`src/inc/tblo_pkg.sv`:
```
package tblo_pkg;
    // ----------------------------------------
    // Widths
    // ----------------------------------------
    localparam int unsigned ADDR_W = 8;
    localparam int unsigned PIX_W = 12;
    localparam int unsigned SET_W = 10;
    localparam int unsigned NTAP = 4;

    // ----------------------------------------
    // Register byte offsets
    // ----------------------------------------
    localparam logic [7:0] OFS_CTRL = 8'h00;
    localparam logic [7:0] OFS_OFF_SEL = 8'h04;
    localparam logic [7:0] OFS_OFF_VAL = 8'h08;
    localparam logic [7:0] OFS_GAIN_SEL = 8'h0c;
    localparam logic [7:0] OFS_GAIN_VAL = 8'h10;
    localparam logic [7:0] OFS_LIM_SEL = 8'h14;
    localparam logic [7:0] OFS_WIDEN = 8'h18;
    localparam logic [7:0] OFS_PRELINES = 8'h1c;
    localparam logic [7:0] OFS_STATUS = 8'h20;

    // ----------------------------------------
    // Fields and codes
    // ----------------------------------------
    localparam int unsigned CTRL_FOUR_BIT = 0;
    localparam int unsigned CTRL_DEPTH12_BIT = 1;
    localparam logic [2:0] SEL_ALL = 3'h0;
    localparam logic [2:0] SEL_TAP4 = 3'h4;
    localparam logic [1:0] LIM_GAIN = 2'h0;
    localparam logic [1:0] LIM_PRELINES = 2'h1;
    localparam logic [1:0] RESP_OKAY = 2'h0;
    localparam logic [1:0] RESP_SLVERR = 2'h2;

    // ----------------------------------------
    // Reset values
    // ----------------------------------------
    localparam logic RST_FOUR = 1'b1;
    localparam logic RST_DEPTH12 = 1'b0;
    localparam logic [SET_W-1:0] RST_SET = 10'h000;
    localparam logic [SET_W-1:0] RST_PRELINES = 10'h001;

    // ----------------------------------------
    // Ranges and scaling
    // ----------------------------------------
    localparam logic [31:0] OFF_MIN = 32'h0000_0000;
    localparam logic [31:0] OFF_MAX = 32'h0000_03b6;
    localparam logic [10:0] OFF_SUM_MAX = 11'h3b6;
    localparam logic [31:0] GAIN_MAX = 32'h0000_0258;
    localparam logic [31:0] GAIN_EXT_MAX = 32'h0000_03ff;
    localparam logic [31:0] PRE_MIN = 32'h0000_0001;
    localparam logic [31:0] PRE_MAX = 32'h0000_000f;
    localparam logic [31:0] PRE_EXT_MIN = 32'h0000_0000;
    localparam logic [31:0] PRE_EXT_MAX = 32'h0000_003f;
    localparam int unsigned SHIFT_8BIT = 6;
    localparam int unsigned SHIFT_12BIT = 2;
    localparam logic [12:0] SAT_8BIT = 13'h00ff;
    localparam logic [12:0] SAT_12BIT = 13'h0fff;

    // ----------------------------------------
    // Types
    // ----------------------------------------
    typedef enum logic [2:0] {
        WR_IDLE = 3'b001,
        WR_DO = 3'b010,
        WR_RESP = 3'b100
    } tblo_wr_e;

    typedef struct packed {
        logic valid;
        logic [1:0] tap;
        logic [PIX_W-1:0] data;
    } tblo_pix_s;

    typedef struct packed {
        logic [NTAP-1:0][SET_W-1:0] gain_eff;
        logic [SET_W-1:0] prelines;
    } tblo_cfg_s;
endpackage

```
`src/hw/tblo_clamp.sv`:
```
`timescale 1ns/1ps
module tblo_clamp #(
    parameter int unsigned W = 32
) (
    // Value and range
    input wire logic [W-1:0] val,
    input wire logic [W-1:0] lo,
    input wire logic [W-1:0] hi,
    // Limited result
    output logic [W-1:0] res
);
    always_comb begin
        if (val < lo) begin
            res = lo;
        end else if (val > hi) begin
            res = hi;
        end else begin
            res = val;
        end
    end
endmodule

```
`src/hw/tblo_offset_top.sv`:
```
// Notes on behaviour
// - Four-tap mode keeps one global offset and four per-tap offsets.
// - Tap offsets 1..4 go to top-left, top-right, bottom-left, bottom-right.
// - Quadrant offset is global offset plus that quadrant's tap offset.
// - At 8-bit depth, 64 setting steps move output by one code.
// - At 12-bit depth, 4 setting steps move output by one code.
// - One-tap mode exposes only the global offset, same range and scaling.
// - One-tap mode exposes only the global gain, same range and behaviour.
// - Written values outside range become the range minimum or maximum.
// - Select a parameter, then set the widen flag to extend limits.
// - Only gain and prelines can be widened; others keep factory ranges.
// - Offset write lands only in the setting chosen by the selector.
// - Gain settings and global-plus-tap gain sums stay within 0..600, or 0..1023 with gain widened.
`timescale 1ns/1ps
module tblo_offset_top (
    // Clock and reset
    input wire logic clk_sys,
    input wire logic rst,
    // AXI4-Lite write
    input wire logic [7:0] s_axi_awaddr,
    input wire logic s_axi_awvalid,
    output logic s_axi_awready,
    input wire logic [31:0] s_axi_wdata,
    input wire logic [3:0] s_axi_wstrb,
    input wire logic s_axi_wvalid,
    output logic s_axi_wready,
    output logic [1:0] s_axi_bresp,
    output logic s_axi_bvalid,
    input wire logic s_axi_bready,
    // AXI4-Lite read
    input wire logic [7:0] s_axi_araddr,
    input wire logic s_axi_arvalid,
    output logic s_axi_arready,
    output logic [31:0] s_axi_rdata,
    output logic [1:0] s_axi_rresp,
    output logic s_axi_rvalid,
    input wire logic s_axi_rready,
    // Pixel stream
    input tblo_pkg::tblo_pix_s pix_in,
    output tblo_pkg::tblo_pix_s pix_out,
    // Settings for later stages
    output tblo_pkg::tblo_cfg_s cfg_out
);
    localparam int unsigned SW = tblo_pkg::SET_W;

    tblo_pkg::tblo_wr_e wst_q;
    logic aw_have_q, w_have_q;
    logic [7:0] aw_addr_q;
    logic [31:0] w_data_q;
    logic [3:0] w_strb_q;
    logic four_q, depth12_q;
    logic [2:0] off_sel_q, gain_sel_q;
    logic [1:0] lim_sel_q;
    logic widen_gain_q, widen_pre_q;
    logic [SW-1:0] off_all_q, gain_all_q, pre_q;
    logic [3:0][SW-1:0] off_tap_q, gain_tap_q;

    logic aw_hs, w_hs, ar_hs, wr_go, wr_ok, sel_tap_off, sel_tap_gain;
    logic wr_off, wr_gain, wr_pre, wr_widen;
    logic [1:0] off_idx, gain_idx;
    logic [SW-1:0] gain_tmax;
    logic [31:0] gain_lim, gain_hi, off_res, gain_res, pre_res, pre_lo, pre_hi, rd_d;

    assign aw_hs = s_axi_awvalid && s_axi_awready;
    assign w_hs = s_axi_wvalid && s_axi_wready;
    assign ar_hs = s_axi_arvalid && s_axi_arready;
    assign wr_go = (wst_q == tblo_pkg::WR_DO);
    assign wr_ok = wr_go && (w_strb_q[1:0] == 2'b11);
    assign off_idx = 2'(off_sel_q - 3'h1);
    assign gain_idx = 2'(gain_sel_q - 3'h1);
    // Tap selectors only reach storage in four-tap mode
    assign sel_tap_off = four_q && off_sel_q != tblo_pkg::SEL_ALL
        && off_sel_q <= tblo_pkg::SEL_TAP4;
    assign sel_tap_gain = four_q && gain_sel_q != tblo_pkg::SEL_ALL
        && gain_sel_q <= tblo_pkg::SEL_TAP4;
    assign wr_off = wr_ok && aw_addr_q == tblo_pkg::OFS_OFF_VAL;
    assign wr_gain = wr_ok && aw_addr_q == tblo_pkg::OFS_GAIN_VAL;
    assign wr_pre = wr_ok && aw_addr_q == tblo_pkg::OFS_PRELINES;
    assign wr_widen = wr_ok && aw_addr_q == tblo_pkg::OFS_WIDEN;

    // ----------------------------------------
    // AXI write channels
    // ----------------------------------------
    always_ff @(posedge clk_sys) begin
        if (rst) begin
            aw_have_q <= 1'b0;
            s_axi_awready <= 1'b0;
            aw_addr_q <= 8'h00;
        end else if (aw_hs) begin
            aw_have_q <= 1'b1;
            s_axi_awready <= 1'b0;
            aw_addr_q <= s_axi_awaddr;
        end else begin
            if (wr_go) begin
                aw_have_q <= 1'b0;
            end
            s_axi_awready <= !aw_have_q && wst_q == tblo_pkg::WR_IDLE;
        end
    end

    always_ff @(posedge clk_sys) begin
        if (rst) begin
            w_have_q <= 1'b0;
            s_axi_wready <= 1'b0;
            w_data_q <= 32'h0000_0000;
            w_strb_q <= 4'h0;
        end else if (w_hs) begin
            w_have_q <= 1'b1;
            s_axi_wready <= 1'b0;
            w_data_q <= s_axi_wdata;
            w_strb_q <= s_axi_wstrb;
        end else begin
            if (wr_go) begin
                w_have_q <= 1'b0;
            end
            s_axi_wready <= !w_have_q && wst_q == tblo_pkg::WR_IDLE;
        end
    end

    always_ff @(posedge clk_sys) begin
        if (rst) begin
            wst_q <= tblo_pkg::WR_IDLE;
        end else begin
            case (wst_q)
                tblo_pkg::WR_IDLE: begin
                    if (aw_have_q && w_have_q) begin
                        wst_q <= tblo_pkg::WR_DO;
                    end
                end
                tblo_pkg::WR_DO: wst_q <= tblo_pkg::WR_RESP;
                tblo_pkg::WR_RESP: begin
                    if (s_axi_bready) begin
                        wst_q <= tblo_pkg::WR_IDLE;
                    end
                end
                default: wst_q <= tblo_pkg::WR_IDLE;
            endcase
        end
    end

    always_ff @(posedge clk_sys) begin
        if (rst) begin
            s_axi_bvalid <= 1'b0;
            s_axi_bresp <= tblo_pkg::RESP_OKAY;
        end else if (wr_go) begin
            s_axi_bvalid <= 1'b1;
            s_axi_bresp <= (aw_addr_q > tblo_pkg::OFS_PRELINES || aw_addr_q[1:0] != 2'b00)
                ? tblo_pkg::RESP_SLVERR : tblo_pkg::RESP_OKAY;
        end else if (s_axi_bready) begin
            s_axi_bvalid <= 1'b0;
        end
    end

    // ----------------------------------------
    // Range limits
    // ----------------------------------------
    always_comb begin
        gain_tmax = gain_tap_q[0];
        for (int i = 1; i < 4; i++) begin
            if (gain_tap_q[i] > gain_tmax) begin
                gain_tmax = gain_tap_q[i];
            end
        end
        gain_lim = widen_gain_q ? tblo_pkg::GAIN_EXT_MAX : tblo_pkg::GAIN_MAX;
        // Headroom keeps every global-plus-tap sum in range
        if (sel_tap_gain) begin
            gain_hi = (gain_lim > 32'(gain_all_q)) ? gain_lim - 32'(gain_all_q) : 32'h0;
        end else begin
            gain_hi = (gain_lim > 32'(gain_tmax)) ? gain_lim - 32'(gain_tmax) : 32'h0;
        end
        pre_lo = widen_pre_q ? tblo_pkg::PRE_EXT_MIN : tblo_pkg::PRE_MIN;
        pre_hi = widen_pre_q ? tblo_pkg::PRE_EXT_MAX : tblo_pkg::PRE_MAX;
    end

    tblo_clamp #(.W(32)) u_off_clamp (
        .val(w_data_q), .lo(tblo_pkg::OFF_MIN), .hi(tblo_pkg::OFF_MAX), .res(off_res)
    );
    tblo_clamp #(.W(32)) u_gain_clamp (
        .val(w_data_q), .lo(32'h0), .hi(gain_hi), .res(gain_res)
    );
    tblo_clamp #(.W(32)) u_pre_clamp (
        .val(w_data_q), .lo(pre_lo), .hi(pre_hi), .res(pre_res)
    );

    // ----------------------------------------
    // Settings storage
    // ----------------------------------------
    always_ff @(posedge clk_sys) begin
        if (rst) begin
            four_q <= tblo_pkg::RST_FOUR;
            depth12_q <= tblo_pkg::RST_DEPTH12;
            off_sel_q <= tblo_pkg::SEL_ALL;
            gain_sel_q <= tblo_pkg::SEL_ALL;
            lim_sel_q <= tblo_pkg::LIM_GAIN;
        end else if (wr_ok) begin
            case (aw_addr_q)
                tblo_pkg::OFS_CTRL: begin
                    four_q <= w_data_q[tblo_pkg::CTRL_FOUR_BIT];
                    depth12_q <= w_data_q[tblo_pkg::CTRL_DEPTH12_BIT];
                end
                tblo_pkg::OFS_OFF_SEL: off_sel_q <= w_data_q[2:0];
                tblo_pkg::OFS_GAIN_SEL: gain_sel_q <= w_data_q[2:0];
                tblo_pkg::OFS_LIM_SEL: lim_sel_q <= w_data_q[1:0];
                default: ;
            endcase
        end
    end

    always_ff @(posedge clk_sys) begin
        if (rst) begin
            off_all_q <= tblo_pkg::RST_SET;
            off_tap_q <= '0;
        end else if (wr_off) begin
            if (off_sel_q == tblo_pkg::SEL_ALL) begin
                off_all_q <= off_res[SW-1:0];
            end else if (sel_tap_off) begin
                off_tap_q[off_idx] <= off_res[SW-1:0];
            end
        end
    end

    // Only gain and prelines carry a widen flag
    always_ff @(posedge clk_sys) begin
        if (rst) begin
            widen_gain_q <= 1'b0;
            widen_pre_q <= 1'b0;
        end else if (wr_widen) begin
            if (lim_sel_q == tblo_pkg::LIM_GAIN) begin
                widen_gain_q <= w_data_q[0];
            end else if (lim_sel_q == tblo_pkg::LIM_PRELINES) begin
                widen_pre_q <= w_data_q[0];
            end
        end
    end

    // Dropping the widen flag returns the settings to reset values
    always_ff @(posedge clk_sys) begin
        if (rst || (wr_widen && lim_sel_q == tblo_pkg::LIM_GAIN && !w_data_q[0])) begin
            gain_all_q <= tblo_pkg::RST_SET;
            gain_tap_q <= '0;
        end else if (wr_gain) begin
            if (gain_sel_q == tblo_pkg::SEL_ALL) begin
                gain_all_q <= gain_res[SW-1:0];
            end else if (sel_tap_gain) begin
                gain_tap_q[gain_idx] <= gain_res[SW-1:0];
            end
        end
    end

    always_ff @(posedge clk_sys) begin
        if (rst || (wr_widen && lim_sel_q == tblo_pkg::LIM_PRELINES && !w_data_q[0])) begin
            pre_q <= tblo_pkg::RST_PRELINES;
        end else if (wr_pre) begin
            pre_q <= pre_res[SW-1:0];
        end
    end

    // ----------------------------------------
    // AXI read channel
    // ----------------------------------------
    always_comb begin
        rd_d = 32'h0000_0000;
        case (s_axi_araddr)
            tblo_pkg::OFS_CTRL: rd_d = {30'h0, depth12_q, four_q};
            tblo_pkg::OFS_OFF_SEL: rd_d = {29'h0, off_sel_q};
            tblo_pkg::OFS_OFF_VAL: begin
                if (off_sel_q == tblo_pkg::SEL_ALL) begin
                    rd_d = 32'(off_all_q);
                end else if (sel_tap_off) begin
                    rd_d = 32'(off_tap_q[off_idx]);
                end
            end
            tblo_pkg::OFS_GAIN_SEL: rd_d = {29'h0, gain_sel_q};
            tblo_pkg::OFS_GAIN_VAL: begin
                if (gain_sel_q == tblo_pkg::SEL_ALL) begin
                    rd_d = 32'(gain_all_q);
                end else if (sel_tap_gain) begin
                    rd_d = 32'(gain_tap_q[gain_idx]);
                end
            end
            tblo_pkg::OFS_LIM_SEL: rd_d = {30'h0, lim_sel_q};
            tblo_pkg::OFS_WIDEN: begin
                rd_d[0] = (lim_sel_q == tblo_pkg::LIM_GAIN) ? widen_gain_q
                    : (lim_sel_q == tblo_pkg::LIM_PRELINES) && widen_pre_q;
            end
            tblo_pkg::OFS_PRELINES: rd_d = 32'(pre_q);
            tblo_pkg::OFS_STATUS: begin
                for (int i = 0; i < 4; i++) begin
                    rd_d[i] = four_q && ({1'b0, off_all_q} + {1'b0, off_tap_q[i]}
                        > tblo_pkg::OFF_SUM_MAX);
                end
            end
            default: rd_d = 32'h0000_0000;
        endcase
    end

    always_ff @(posedge clk_sys) begin
        if (rst) begin
            s_axi_arready <= 1'b0;
            s_axi_rvalid <= 1'b0;
            s_axi_rdata <= 32'h0000_0000;
            s_axi_rresp <= tblo_pkg::RESP_OKAY;
        end else begin
            s_axi_arready <= !ar_hs && (!s_axi_rvalid || s_axi_rready);
            if (ar_hs) begin
                s_axi_rvalid <= 1'b1;
                s_axi_rdata <= rd_d;
                s_axi_rresp <= (s_axi_araddr > tblo_pkg::OFS_STATUS
                    || s_axi_araddr[1:0] != 2'b00) ? tblo_pkg::RESP_SLVERR
                    : tblo_pkg::RESP_OKAY;
            end else if (s_axi_rready) begin
                s_axi_rvalid <= 1'b0;
            end
        end
    end

    // ----------------------------------------
    // Pixel offset path
    // ----------------------------------------
    logic [10:0] eff_off;
    logic [12:0] pix_sum;
    always_comb begin
        eff_off = {1'b0, off_all_q} + (four_q ? {1'b0, off_tap_q[pix_in.tap]} : 11'h0);
        if (depth12_q) begin
            pix_sum = {1'b0, pix_in.data} + 13'(eff_off >> tblo_pkg::SHIFT_12BIT);
            if (pix_sum > tblo_pkg::SAT_12BIT) begin
                pix_sum = tblo_pkg::SAT_12BIT;
            end
        end else begin
            pix_sum = {5'h00, pix_in.data[11:4]} + 13'(eff_off >> tblo_pkg::SHIFT_8BIT);
            if (pix_sum > tblo_pkg::SAT_8BIT) begin
                pix_sum = tblo_pkg::SAT_8BIT;
            end
        end
    end

    always_ff @(posedge clk_sys) begin
        if (rst) begin
            pix_out <= '0;
        end else begin
            pix_out.valid <= pix_in.valid;
            pix_out.tap <= pix_in.tap;
            pix_out.data <= pix_sum[11:0];
        end
    end

    always_ff @(posedge clk_sys) begin
        if (rst) begin
            cfg_out <= '0;
        end else begin
            for (int i = 0; i < 4; i++) begin
                cfg_out.gain_eff[i] <= gain_all_q + (four_q ? gain_tap_q[i] : '0);
            end
            cfg_out.prelines <= pre_q;
        end
    end
endmodule

```
`config.mk`:
```
export PLATFORM = sky130hd
export DESIGN_NAME = tblo_offset_top
export DESIGN_NICKNAME = d
export VERILOG_FILES = /design/src/inc/tblo_pkg.sv /design/src/hw/tblo_clamp.sv /design/src/hw/tblo_offset_top.sv
export SDC_FILE = /design/constraint.sdc
export NUM_CORES = 1
export LEC_CHECK = 0
export BUFFER_PORTS_ARGS = -buffer_cell sky130_fd_sc_hd__buf_2
export CORE_ASPECT_RATIO = 0.9
export CORE_UTILIZATION = 60
export DETAILED_ROUTE_END_ITERATION = 8
export PLACE_DENSITY = 0.78
export SYNTH_ARGS = -nofsm -noshare
export SYNTH_HDL_FRONTEND = slang
export SYNTH_SLANG_ARGS = --single-unit
```
`constraint.sdc`:
```
create_clock -name clk_sys -period 32 [get_ports clk_sys]
set_clock_uncertainty 0.05 [all_clocks]
set_input_delay 1.6 -clock clk_sys [delete_from_list [all_inputs] [get_ports clk_sys]]
set_output_delay 1.6 -clock clk_sys [all_outputs]
set_load 0.01 [all_outputs]
```
After elaboration in Yosys (flattened, before gate mapping)
Index checks and enable logic that the tools add are counted.
Widths: inputs -> output; s select.
- add/subtract/negate cells: 15
- order comparisons: 25
- equal/unequal tests: 22
- multiplexer cells: 55
- bitwise operators: 3
- reduce and logical (&&, ||, !) cells: 63
- operators by type and width (cell ; count):
    $mux 10 ; 21
    $mux 32 ; 5
    $pmux 28 s3 ; 1
    $bwmux 40 ; 2
    $eq 8x5->1 const B ; 8
    $bmux 10 s2 ; 3
    $add 10x10->11 ; 5
    $gt 10x10->1 ; 5
    $gt 11x10->1 const B ; 4
    $add 10x10->10 ; 4
    $demux 10 s2 ; 2
    $eq 8x4->1 const B ; 4
    $gt 32x10->1 const B ; 1
    $gt 32x32->1 ; 1
    $gt 32x6->1 ; 1
    $lt 32x1->1 ; 1
    $lt 32x1->1 const B ; 1
    $logic_and 1x1->1 ; 27
    $mux 12 ; 2
    $pmux 3 s8 ; 1
    $sub 10x10->11 ; 2
    $mux 9 ; 2
    $eq 8x3->1 const B ; 2
    $logic_not 8->1 ; 2
    34 further kinds ; 76
- bits in registers: 275
- input port bits: 74
- output and inout bits: 106
- word-level logic and storage cells: 223

Longest topological paths before layout
- word-level depth: 13
- mapped depth: 57
- gate-level depth less buffers: 52

Hierarchy
Synthesis repeated with hierarchy kept, for this count alone.
- cell total of the unflattened synthesis: 3091
- area total of the unflattened synthesis: 23712.7 µm²
- by module, submodules not included (module ; times used ; cells an instance ; area each (µm²) ; seq. area each (µm²)):
    tblo_offset_top ; 1 ; 1957 ; 15841.4 ; 5024.8
    tblo_clamp ; 3 ; 378 ; 2623.8 ; 0.0

Least setup slack after synthesis
Ideal clock, no wire load.
- path kind: register to register
- start point: register gain_tap_q[9] in the netlist's numbering
- end point: register gain_all_q[2]
- setup time: 0.069 ns
- arrival time: 10.932 ns
- required time: 31.881 ns
- slack: 20.949 ns
- cell stages (with the launch flop): 53
- clock period less this slack: 11.051 ns
- path through: dfxtp_1 > inv_1 > ha_1 > nand4_2 > a211o_1 > and3_4 > nor2_2 > mux2_2 > inv_1 > ha_1 > a21oi_1 > a21oi_1 > or3_1 > o22a_1 > a32o_1 > nand3_1 > and2_1 > buf_4 > [... 17 more ...] > o211a_1 > nor2_1 > a31oi_1 > ha_1 > a21oi_1 > nor2b_1 > o21ai_0 > nand2b_1 > a21oi_1 > nor2b_1 > o21ai_0 > nand2b_1 > a221o_1 > o22a_1 > clkbuf_1 > nor3b_1 > a21oi_1 > o21ai_1
- cells in the longest elaborated chain, start to end: 12
- elaborated cells between the ends (all ways): 13
- classes of those cells: add/sub: 1; order compare: 5; mux: 7
- RTL lines (element ; line ; text):
    start: declaration ; tblo_offset_top.sv:56 ; logic [3:0][SW-1:0] off_tap_q, gain_tap_q;
    start signal: indexed assignment ; tblo_offset_top.sv:245 ; gain_tap_q[gain_idx] <= gain_res[SW-1:0];
    $gt 10x10->1 ; tblo_offset_top.sv:160 ; if (gain_tap_q[i] > gain_tmax) begin
    $mux 10 (*) ; tblo_offset_top.sv:160 ;
    $gt 10x10->1 ; tblo_offset_top.sv:160 ;
    $mux 10 (*) ; tblo_offset_top.sv:160 ;
    $gt 10x10->1 ; tblo_offset_top.sv:160 ;
    $mux 10 (*) ; tblo_offset_top.sv:160 ;
    $sub 10x10->11 or $gt 10x10->1 (tied branches) ; tblo_offset_top.sv:169 ; gain_hi = (gain_lim > 32'(gain_tmax)) ? gain_lim - 32'(gain_tmax) : 32'h0;
    $mux 32 (*) ; tblo_offset_top.sv:169 ;
    $mux 32 (*) ; tblo_offset_top.sv:166 ; if (sel_tap_gain) begin
    $gt 32x32->1 ; tblo_clamp.sv:15 ; end else if (val > hi) begin
    $mux 10 (*) ; tblo_clamp.sv:15 ;
    $mux 10 (*) ; tblo_clamp.sv:13 ; if (val < lo) begin
    end signal: assignment ; tblo_offset_top.sv:239 ; gain_all_q <= tblo_pkg::RST_SET;
    end signal: assignment ; tblo_offset_top.sv:243 ; gain_all_q <= gain_res[SW-1:0];
    end: declaration ; tblo_offset_top.sv:55 ; logic [SW-1:0] off_all_q, gain_all_q, pre_q;
Every way passes the cells marked *; elsewhere a longest branch is shown, timed or not.
A chain may end at the register's enable or synchronous reset.

Worst setup path in the final report
- start point: register gain_tap_q[8] in the netlist's numbering
- end point: register gain_all_q[1]
Same word-level chain as after synthesis.

==> impl_results.md <==
- Pre-antenna DRT Iters: 9
- Cell area after synthesis: 17,100 um^2
- Vias post-DR: 15,500
- # Post-CTS Setup Buffers: 0
- Largest net degree at the start of global routing: 112
- Critical Path Start Type: flip-flop
- Setup TNS: 0 ns
- Total grt overflow: 0
- Max Root-Sink Buffers: 3
- Slew margin rel.: 17.9%
- Starting Density: 61.2%
- Post-Layout Cell Count: 2,506
- WL final: 47,600 um
- Nets@finish: 2,391
- YS warnings: 0
- Overall Global Routing Usage: 32.2%
- Hold slack final: 0.403 ns
- Final Hold Fails: 0
- Clock transition at path regs: 0.06 ns
- GP Congestion: 0.976
- Die H: 162 um
- First-pass GRT wire length: 76,000 um
- Critical path class: flip-flop to flip-flop
- Min-delay worst type: flip-flop to flip-flop
- Number of CTS-inserted buffers: 27
- Post-Syn Area per Cell: 8.40 um^2
- Biggest cell delay along the critical path: 0.84 ns
- Worst VDD drop: 0.0000344 V
- CP delay by family, top: compound AO/OA/AOI/OAI gates
- Vias in the first global route: 14,600
- Setup WS pre-CTS: 18.90 ns
- Detailed placement HPWL: 36,100 um
- Ys flop type: dfxtp_1
- Post-CTS sizing: 0
- # diodes: 0
- RSZ-0062 raised after global routing: false
- Worst path bufs/invs: 3
- I/O Pins: 180
- Port Buffers: 153
- Pleak: 8.03 nW
- Period utilization: 42.4%
- Yosys reg bits: 251
- Synth top area share: 29.4%
- Initial antenna violation count: 0
- Count leader, synth: dfxtp_1
- Synth cell count leaders: 251 x dfxtp_1, 211 x nor2_1, 179 x ha_1, 177 x a21oi_1, 174 x nand2_1
- CP Data Arrival Time: 13.92 ns
- Cells after DPL: 2,457
- Core Util, Final: 67.4%
- Vias per cell: 6.18
- DRT antenna net count: 0
- Synth unique cells: 81
- Max_cap viols: 0
- Die Width: 180 um
- PD cells: 37.8 nW/um^2
- Slew @ Worst Pin: 1.23 ns
- Clock H-tree levels: 1
- F_max: 0.0736 GHz
- Min Tclk post-route: 13.58 ns
- Top post-synthesis cells by area: dfxtp_1 29%, ha_1 13%, a21oi_1 5.2%
- Mapped Cells: 2,034
- Residual DRC count: 21
- Number of enable flip-flop cells after synthesis: 0
- Iteration-0 DRC Markers: 1,537
- Worst-Skew Late Latency: 0.55 ns
- Synthesis-to-finish area growth: 10.2%
- Clk sink count: 251
- Final WS setup: 18.42 ns
- Root Buffer: clkbuf_16
- Worst path slowest cell: nor3b_1
- Cts hold-fix bufs: 0
- Failing checks: design-rule violations
- Endpoints failing setup: 0
- Core Area: 27,900 um^2
- Worst path most repeated cell: o21a_1
- Worst setup EP type: flip-flop
- Critical path peak fanout: 34
- CTS tree: done
- Post-DR wirelength/cell: 19.0 um
- Post-synth top area cell: dfxtp_1
- Final Max Slew Viols: 0
- CP Data Required Time: 32.34 ns
- Fraction of layout cells with a size suffix above 1: 12.4%
- Rows: 58
- Sequential share of the synthesized area: 29.4%
- Outcome: finished, violations left
- Async set-reset flop share out of synthesis: 0%
- DIE AREA: 29,200 um^2
[final cells by class]
| type | count | area (um^2) |
|---|---|---|
| multi-input combinational | 1601 | 11300 |
| tap | 360 | 450 |
| sequential | 251 | 5020 |
| timing repair buffer | 158 | 810 |
| inverter | 87 | 327 |
| clock inverter | 11 | 170 |
| clock buffer | 38 | 767 |
| fill | 2296 | 9100 |
[where the power goes]
group / leakage, nW / total (mW) / internal (mW) / switching, mW
clock network: 0.450 / 0.327 / 0.199 / 0.128
registers: 2.03 / 0.322 / 0.317 / 0.00477
logic: 5.55 / 0.0625 / 0.0185 / 0.0440
total: 8.03 / 0.712 / 0.535 / 0.177
[routing by layer]
layer | GRT usage (%) | vias to the layer above | part of all wire [%]
met3 | 4.66 | 87 | 10
li1 | - | 7449 | -
met2 | 51.7 | 775 | 44
met4 | 8.70 | 0 | 2.3
met5 | 0 | - | 0
met1 | 45.2 | 7182 | 44
[sequential cells by signal, indices dropped and copies added (netlist names), 2 cells and up]
signal,flops
gain_all_q,10
off_all_q,10
gain_tap_q,40
lim_sel_q,2
w_strb_q,2
pre_q,10
gain_sel_q,3
pix_out,15
cfg_out,50
off_sel_q,3
w_data_q,32
off_tap_q,40
wst_q,3
s_axi_rdata,10
aw_addr_q,8
[metrics by stage]
stage	instance area (um^2)	total power, mW
floorplan	17200	0.371
global placement	17900	0.387
detailed placement	17900	0.389
CTS	18800	0.713
global route	18800	0.733
finish	18800	0.712
[cells by family (layout without fill, tap and decap cells)]
| logic type | Yosys count | after routing | synth area share, % |
|---|---|---|---|
| simple gates | 701 | 701 | 19.6 |
| compound gates | 531 | 531 | 20.6 |
| flops | 251 | 251 | 29.4 |
| buf+inv | 205 | 294 | 5.14 |
| fa+ha+maj | 191 | 191 | 14.5 |
| mux | 78 | 78 | 6.85 |
| xor+xnor | 76 | 76 | 3.90 |
| other cells | 1 | 24 | 0.0219 |
[tightest hold or removal path: stages (launching register included)]
cell and delay (ns):
dfxtp_1 0.31, nand2_1 0.05, a21oi_1 0.05
[cells in the final DEF (no fill, tap or decap), types with 43 or more instances in the layout]
| cell type | synthesis | final |
|---|---|---|
| and2_1 | 53 | 53 |
| dfxtp_1 | 251 | 251 |
| o21ai_0 | 53 | 53 |
| xnor2_1 | 52 | 52 |
| nor2b_1 | 50 | 50 |
| inv_1 | 86 | 86 |
| buf_2 | 3 | 152 |
| a211oi_1 | 54 | 54 |
| nor2_1 | 211 | 211 |
| nor3_1 | 43 | 43 |
| nand2_1 | 174 | 174 |
| ha_1 | 179 | 179 |
| a21oi_1 | 177 | 176 |
| nand3_1 | 59 | 59 |
[final timing paths]
check | startpoint | end | slack [ns] | cells after the start
setup / recovery | gain_tap_q[8] | gain_all_q[1] | 18.42 | 49
hold / removal | aw_addr_q[6] | aw_addr_q[6] | 0.40 | 2
setup reg to reg | gain_tap_q[8] | gain_all_q[1] | 18.42 | 49
hold reg to reg | aw_addr_q[6] | aw_addr_q[6] | 0.40 | 2
No activity file was read; power rests on OpenSTA's default activity.
